**config.mk**
```make
export PLATFORM = sky130hd
export DESIGN_NAME = tcc_coef_regs
export DESIGN_NICKNAME = d
export VERILOG_FILES = /design/src/verilog/tcc_pkg.sv /design/src/verilog/tcc_comp_calc.sv /design/src/verilog/tcc_coef_regs.sv
export SDC_FILE = /design/constraint.sdc
export NUM_CORES = 2
export LEC_CHECK = 0
export BUFFER_PORTS_ARGS = -buffer_cell sky130_fd_sc_hd__buf_2
export CAP_MARGIN = 10
export CORE_MARGIN = 1
export CORE_UTILIZATION = 55
export DETAILED_ROUTE_END_ITERATION = 7
export PLACE_DENSITY = 0.75
export SLEW_MARGIN = 20
export SYNTH_ARGS = -nofsm -noshare
export SYNTH_HDL_FRONTEND = slang
export SYNTH_HIERARCHICAL = 1
export SYNTH_SLANG_ARGS = --single-unit
```
**constraint.sdc**
```tcl
create_clock -name clk -period 22 [get_ports clk]
set_input_delay 4.4 -clock clk [delete_from_list [all_inputs] [get_ports clk]]
set_output_delay 4.4 -clock clk [all_outputs]
set_load 0.02 [all_outputs]
```
**src/verilog/tcc_pkg.sv**
```systemverilog
package tcc_pkg;

  // Widths of the stored fields and of the register word.
  localparam int unsigned WORD_W     = 16;
  localparam int unsigned CMD_W      = 8;
  localparam int unsigned COEF_W     = 8;
  localparam int unsigned TEMP_W     = 10;
  localparam int unsigned CUR_W      = 10;

  // Command codes that select each register.
  localparam logic [7:0] CMD_EXT_TEMP   = 8'h0d;
  localparam logic [7:0] CMD_SECOND_TC  = 8'h1b;
  localparam logic [7:0] CMD_FIRST_TC   = 8'h1a;

  // Field positions inside the 16-bit word.
  localparam int unsigned COEF_LSB      = 0;
  localparam int unsigned COEF_MSB      = 7;
  localparam int unsigned TEMP_LSB      = 0;
  localparam int unsigned TEMP_MSB      = 9;

  // Values after reset.
  localparam logic [7:0]  COEF_RESET    = 8'h00;
  localparam logic [9:0]  TEMP_RESET    = 10'h000;
  localparam logic [15:0] WORD_RESET    = 16'h0000;
  localparam logic [9:0]  CUR_RESET     = 10'h000;

  // Scaling: first order is 2^-13 per degree, second order 2^-18 per degree squared.
  localparam int unsigned FIRST_SHIFT   = 13;
  localparam int unsigned SECOND_SHIFT  = 18;
  // Temperature codes per degree, as a power of two: half-degree steps give one.
  localparam int unsigned TEMP_STEP_SHIFT = 1;
  // Fractional bits of the gain factor; room for the squared half-degree difference.
  localparam int unsigned FRAC_BITS     = SECOND_SHIFT + 2 * TEMP_STEP_SHIFT;
  localparam int unsigned ALIGN_SHIFT   = FRAC_BITS - FIRST_SHIFT - TEMP_STEP_SHIFT;

  // Register bank state.
  typedef struct packed {
    logic [7:0]  first_coef;
    logic [7:0]  second_coef;
    logic [9:0]  ext_temp;
    logic [15:0] rd_data;
    logic        rd_ack;
    logic        wr_ack;
    logic        cmd_miss;
  } tcc_bank_t;

  // Compensation stage state.
  typedef struct packed {
    logic [9:0] comp_current;
    logic       clamped;
  } tcc_calc_t;

endpackage

```
**src/verilog/tcc_comp_calc.sv**
```systemverilog
`timescale 1ns/1ps
module tcc_comp_calc #(
  parameter int unsigned CW = 10
) (
  input  wire logic                        clk,            // Device clock.
  input  wire logic                        rst_b,          // Synchronous reset, active low.
  input  wire logic [tcc_pkg::COEF_W-1:0]  first_coef,     // Signed first-order coefficient.
  input  wire logic [tcc_pkg::COEF_W-1:0]  second_coef,    // Signed second-order coefficient.
  input  wire logic [tcc_pkg::TEMP_W-1:0]  ext_temp,       // Present temperature.
  input  wire logic [tcc_pkg::TEMP_W-1:0]  nom_temp,       // Nominal temperature.
  input  wire logic [CW-1:0]               nom_current,    // Nominal modulation current.
  output logic      [CW-1:0]               comp_current,   // Compensated current, registered.
  output logic                             clamped         // Result was limited, registered.
);
  import tcc_pkg::*;

  // The arithmetic is sized for a 10-bit current field.
  if (CW != 10) begin : g_bad_width
    $error("tcc_comp_calc supports CW of 10 only");
  end

  tcc_calc_t           s_q;
  tcc_calc_t           s_d;
  logic signed [10:0]  diff;
  logic signed [23:0]  lin;
  logic signed [21:0]  sq;
  logic signed [29:0]  quad;
  logic signed [31:0]  factor;
  logic signed [43:0]  prod;
  logic signed [43:0]  scaled;

  // Both temperatures share one encoding, so their difference counts half degrees.
  // The factor carries extra fractional bits that absorb the halving of each
  // temperature term, so the coefficient steps stay per whole degree.
  always_comb begin
    s_d    = s_q;
    diff   = $signed({1'b0, ext_temp}) - $signed({1'b0, nom_temp});
    lin    = (24'($signed(first_coef)) * 24'(diff)) <<< ALIGN_SHIFT;
    sq     = 22'(diff) * 22'(diff);
    quad   = 30'($signed(second_coef)) * 30'(sq);
    factor = (32'sd1 <<< FRAC_BITS) + 32'(lin) + 32'(quad);
    prod   = 44'($signed({1'b0, nom_current})) * 44'(factor);
    scaled = prod >>> FRAC_BITS;
    s_d.clamped = 1'b0;
    if (scaled < 44'sd0) begin
      s_d.comp_current = '0;
      s_d.clamped      = 1'b1;
    end else if (scaled > 44'sd1023) begin
      s_d.comp_current = '1;
      s_d.clamped      = 1'b1;
    end else begin
      s_d.comp_current = scaled[9:0];
    end
  end

  // Result register.
  always_ff @(posedge clk) begin
    if (!rst_b) begin
      s_q <= '{comp_current: CUR_RESET, clamped: 1'b0};
    end else begin
      s_q <= s_d;
    end
  end

  assign comp_current = s_q.comp_current;
  assign clamped      = s_q.clamped;

endmodule

```
**src/verilog/tcc_coef_regs.sv**
```systemverilog
`timescale 1ns/1ps
// Operation
// - First-order coefficient: signed 8 bits in 7:0, upper byte reserved, resets zero.
// - One first-order step changes modulation current by 2^-13 per degree.
// - Second-order coefficient: signed 8 bits in 7:0, upper byte reserved, resets zero.
// - One second-order step changes current by 2^-18 per degree squared.
// - Command code 0x1B selects the second-order coefficient for reads and writes.
// - Command code 0x0D selects the external temperature register.
// - External temperature is unsigned 10 bits in 9:0, feeds compensation, resets zero.
// - Nominal temperature uses the same encoding as the external temperature.
module tcc_coef_regs (
  input  wire logic                         clk,              // Device clock, 10 MHz.
  input  wire logic                         rst_b,            // Synchronous reset, active low.
  input  wire logic [tcc_pkg::CMD_W-1:0]    cmd_code,         // Command code of the access.
  input  wire logic                         wr_stb,           // One-cycle write request.
  input  wire logic                         rd_stb,           // One-cycle read request.
  input  wire logic [tcc_pkg::WORD_W-1:0]   wr_data,          // Word to write.
  input  wire logic [tcc_pkg::TEMP_W-1:0]   nom_temp,         // Nominal temperature field.
  input  wire logic [tcc_pkg::CUR_W-1:0]    nominal_mod_current_field, // Nominal current.
  output logic      [tcc_pkg::WORD_W-1:0]   rd_data,          // Read word, held until next read.
  output logic                              rd_ack,           // One-cycle read answer.
  output logic                              wr_ack,           // One-cycle write answer.
  output logic                              cmd_miss,         // One-cycle unmapped-code flag.
  output logic      [tcc_pkg::COEF_W-1:0]   first_order_coef_field,  // Stored coefficient.
  output logic      [tcc_pkg::COEF_W-1:0]   second_order_coef_field, // Stored coefficient.
  output logic      [tcc_pkg::TEMP_W-1:0]   ext_temp_field,   // Stored temperature.
  output logic      [tcc_pkg::CUR_W-1:0]    comp_mod_current, // Compensated current.
  output logic                              comp_clamped      // Result was limited.
);
  import tcc_pkg::*;

  tcc_bank_t s_q;
  tcc_bank_t s_d;

  // Tells whether a command code selects one of this bank's registers.
  function automatic logic is_mapped(input logic [7:0] code);
    is_mapped = (code == CMD_FIRST_TC) || (code == CMD_SECOND_TC) || (code == CMD_EXT_TEMP);
  endfunction

  // Builds the 16-bit word a read returns; the unused upper bits are forced to zero.
  function automatic logic [15:0] read_word(input tcc_bank_t s, input logic [7:0] code);
    read_word = WORD_RESET;
    if (code == CMD_FIRST_TC) begin
      read_word[COEF_MSB:COEF_LSB] = s.first_coef;
    end else if (code == CMD_SECOND_TC) begin
      read_word[COEF_MSB:COEF_LSB] = s.second_coef;
    end else if (code == CMD_EXT_TEMP) begin
      read_word[TEMP_MSB:TEMP_LSB] = s.ext_temp;
    end
  endfunction

  // Access decode. A write stores only the field bits, so the reserved bits never
  // hold state. A read presents the word as stored before a write in the same cycle.
  always_comb begin
    s_d          = s_q;
    s_d.rd_ack   = 1'b0;
    s_d.wr_ack   = 1'b0;
    s_d.cmd_miss = 1'b0;
    if (wr_stb) begin
      s_d.wr_ack = 1'b1;
      if (cmd_code == CMD_FIRST_TC) begin
        s_d.first_coef = wr_data[COEF_MSB:COEF_LSB];
      end else if (cmd_code == CMD_SECOND_TC) begin
        s_d.second_coef = wr_data[COEF_MSB:COEF_LSB];
      end else if (cmd_code == CMD_EXT_TEMP) begin
        s_d.ext_temp = wr_data[TEMP_MSB:TEMP_LSB];
      end
    end
    if (rd_stb) begin
      s_d.rd_ack  = 1'b1;
      s_d.rd_data = read_word(s_q, cmd_code);
    end
    if ((wr_stb || rd_stb) && !is_mapped(cmd_code)) begin
      s_d.cmd_miss = 1'b1;
    end
  end

  // State register; every field clears at reset.
  always_ff @(posedge clk) begin
    if (!rst_b) begin
      s_q <= '{first_coef:  COEF_RESET,
               second_coef: COEF_RESET,
               ext_temp:    TEMP_RESET,
               rd_data:     WORD_RESET,
               rd_ack:      1'b0,
               wr_ack:      1'b0,
               cmd_miss:    1'b0};
    end else begin
      s_q <= s_d;
    end
  end

  // Compensation arithmetic works from the stored fields and the nominal inputs.
  tcc_comp_calc #(
    .CW           (CUR_W)
  ) u_calc (
    .clk          (clk),
    .rst_b        (rst_b),
    .first_coef   (s_q.first_coef),
    .second_coef  (s_q.second_coef),
    .ext_temp     (s_q.ext_temp),
    .nom_temp     (nom_temp),
    .nom_current  (nominal_mod_current_field),
    .comp_current (comp_mod_current),
    .clamped      (comp_clamped)
  );

  // Outputs come straight from the state register.
  assign rd_data                 = s_q.rd_data;
  assign rd_ack                  = s_q.rd_ack;
  assign wr_ack                  = s_q.wr_ack;
  assign cmd_miss                = s_q.cmd_miss;
  assign first_order_coef_field  = s_q.first_coef;
  assign second_order_coef_field = s_q.second_coef;
  assign ext_temp_field          = s_q.ext_temp;

endmodule

```
==> flow_summary.toml <==
[worst_setup_path]
worstSetupEndpointType = "register"
critical_path.max_fanout = 22
critPathKind = "input pin to register"
crit_top_cell = "fa_1"
rr_worst_depth = 61
required_ns = 22.19
reg2reg_slack_ns = 4.72
reg2reg_to = "u_calc/comp_current[9]$_SDFF_PP0_"
cp-start-kind = "input pin"
r2r-start = "ext_temp_field[0]$_SDFFE_PN0P_"
arrival_ns = 21.16
crit_path_top_delay_cell = "fa_1"
cp_slowest_stage_delay_ns = 0.57

[floorplanning]
die_w_um = 228
core_region_area_sq_um = 50200
die-area_sq_um = 51800
rows = 82
io_pins = 104
initial_core_util = 0.558
die_y_um = 228

[hold_path]
min_path_cells = 2
hold_start = "rd_data[8]$_SDFFE_PN0P_"
hold_class = "register to register"
min_to = "rd_data[8]$_SDFFE_PN0P_"

[timing]
setup_viol = 0
rsz0062_at_grt = "false"
tns_ns = 0
maxSlewHeadroom = 0.322
max_freq_ghz = 0.0477
worst_clock_skew_ns = 0.0206
finalMaxSlewViolations = 0
period_share = 0.953
tightest_slew_ns = 1.01
fin_crit_ns = 20.97
hold_viol = 0

[clock_network]
cts_hold_buffers = 0
htreeDepth = 2
clk_latency_ns = 0.33
cts-root-buf = "clkbuf_16"
cts_buffer_depth = 2
path_clk_slew_ns = 0.08
postCtsSetupBuffers = 0
cts_resized = 0
clock-sinks = 50
tritoncts = "built"
cts_buffers = 5

[cells_and_area]
drive_above_1_share = 0.0716
syn2layout_area_growth_pct = 5.46
fill_cells = 4423
final_cells = 3966
n_antenna_cell = 0
multiInputGateArea_sq_um = 23800
fin_nets = 4173
seq_area_sq_um = 1000

[power_and_ir_drop]
netSwitchingFraction = 0.591
power_frac_seq = 0.037
vdd_ir_drop_max_uv = 243
combPwrFrac = 0.932
powerDensity_nw_per_um2 = 98.0
switchingPower_w = 0.00171
p_leak_nw = 14.5
power_frac_clock = 0.031
p_int_w = 0.00118

[placed_design]
dp.cells = 3958
gp_congestion = 0.869
port_buffers = 91
dp_hpwl_um = 52300

[yosys]
ys_ff_latch = 50
ys_seq_area_frac = 0.0358
async_flop_share = 0
synthFlopType = "dfxtp_1"
synth_warnings = 6
ys_top_cells_by_count = "inv_1, fa_1, nand2_1"
synth_top_cell_area_share = 0.423
yosysTopAreaCell = "fa_1"
synth_edf_count = 0
syn_avg_cell_area_sq_um = 8.59
postSynthCellCount = 3259
synth.area.top_cells = "fa_1, ha_1, inv_1"
synth_area_sq_um = 28000
yosysMostFrequentCell = "inv_1"
synthDistinctLibCells = 85

[global_routing]
grt_pass1_vias = 22600
antenna_found_initial = 0
grt_util_all_layers = 0.266
grt-ovfl-total = 0
grt_first_pass_wirelength_um = 111000
grt_max_degree = 42

[route]
route.detailed.drc = 0
drt-vias-per-instance = 5.46
drtIter0Drc = 1460
drt_pre_antenna_iters = 5
routedWlPerCell_um = 16.1
vias = 21600
finalWirelength_um = 64000
ant_nets = 0

[flow_run]
cap_violations = 0

[run_status]
outcome = "finished clean"
-- sequential cells by signal, summed over array words and instances, names as in the netlist --
| name | flops |
|---|---|
| first_order_coef_field | 8 |
| second_order_coef_field | 8 |
| rd_ack | 1 |
| u_calc/clamped | 1 |
| u_calc/comp_current | 10 |
| wr_ack | 1 |
| cmd_miss | 1 |
| rd_data | 10 |
| ext_temp_field | 10 |
-- metal layers --
layer  wire length (um)  vias up  GRT usage
met5                  0        -          0
met4               1260        0     0.0533
met3               3440       81     0.0328
met2              31100      584      0.450
met1              28200    10800      0.368
li1                   -    10100          -
-- logic make-up (layout without fill, tap and decap cells) --
group | after synthesis | after routing | synth area share
AOI/OAI and AO/OA | 363 | 363 | 0.0877
xor gates and xnor gates | 91 | 91 | 0.0287
adders and majority gates | 832 | 832 | 0.531
buffers and inverters | 863 | 893 | 0.118
DFF | 50 | 50 | 0.0358
muxes | 23 | 23 | 0.00849
other | 1 | 6 | 0.000134
and+or+nand+nor | 1036 | 1036 | 0.190
-- power groups by stage --
stage          registers, W  clock network (W)  logic [W]
2_1_floorplan      0.000124                  0    0.00165
3_3_place_gp       0.000109                  0    0.00258
3_5_place_dp       0.000109                  0    0.00259
4_1_cts            0.000107          0.0000917    0.00263
5_1_grt            0.000109          0.0000953    0.00298
6_report           0.000107          0.0000906    0.00269
-- worst max-delay path by stage --
stage,slack [ns],endpoint,startpoint
5_1_grt,0.09,u_calc/comp_current[5]$_SDFF_PP0_,nom_temp[1]
6_report,1.03,u_calc/comp_current[9]$_SDFF_PP0_,nom_temp[0]
4_1_cts,0.83,u_calc/comp_current[9]$_SDFF_PP0_,nom_temp[1]
3_3_place_gp,0.67,u_calc/comp_current[1]$_SDFF_PP0_,nom_temp[1]
3_5_place_dp,0.62,u_calc/comp_current[9]$_SDFF_PP0_,nom_temp[1]
2_1_floorplan,1.85,u_calc/comp_current[0]$_SDFF_PP0_,nom_temp[1]
-- placed cells by master, fill, tap and decap left out, types with 8 or more instances in the layout --
cell type | synthesis | routed
dfxtp_1 | 50 | 50
and3_1 | 13 | 13
a21o_1 | 34 | 34
nor4bb_1 | 8 | 8
xor2_1 | 30 | 30
a211oi_1 | 14 | 14
o31ai_1 | 21 | 21
a311oi_1 | 15 | 12
buf_4 | 11 | 85
a211o_1 | 10 | 10
nand4_1 | 35 | 35
nand2b_1 | 55 | 55
nand2_1 | 370 | 370
ha_1 | 241 | 241
xnor2_1 | 60 | 58
o21ai_0 | 67 | 64
nand3_1 | 85 | 85
o211ai_1 | 19 | 19
nor3_1 | 34 | 34
buf_2 | 12 | 91
fa_1 | 591 | 591
mux2i_1 | 17 | 17
and2_1 | 238 | 238
a41o_1 | 8 | 8
or2_2 | 8 | 8
inv_1 | 707 | 707
o21bai_1 | 9 | 9
a21oi_1 | 83 | 80
a31oi_1 | 32 | 32
nor2_1 | 88 | 88
nor2b_1 | 62 | 62
-- final cells by class --
type	count	share of cell area
flip-flops and latches	50	0.0339
multi-input cells	2351	0.805
inverters	709	0.0902
well taps	672	0.0285
repair buffers	176	0.0371
clock inverters	3	0.000975
clock buffers	5	0.00424
-- metrics by stage --
step / hold slack, ns / utilization / power, W / setup slack (ns) / instance area (sq um)
after CTS: 0.471 / 0.587 / 0.00282 / 0.829 / 29500
after detailed placement: 0.458 / 0.584 / 0.00270 / 0.619 / 29300
after global routing: 0.509 / 0.588 / 0.00319 / 0.0950 / 29500
after global placement: 0.455 / 0.584 / 0.00269 / 0.674 / 29300
after floorplan: 0.543 / - / 0.00178 / 1.85 / 28000
final: 0.470 / 0.588 / 0.00289 / 1.03 / 29500
-- critical path, delay by kind of cell --
family | cells | cell delay, ns
AOI/OAI and AO/OA | 19 | 3.99
xor gates and xnor gates | 1 | 0.29
adders and majority gates | 20 | 9.13
buffers and inverters | 12 | 1.47
muxes | 1 | 0.40
and+or+nand+nor | 8 | 1.45
Note: power is estimated with default switching activity, not from simulation.
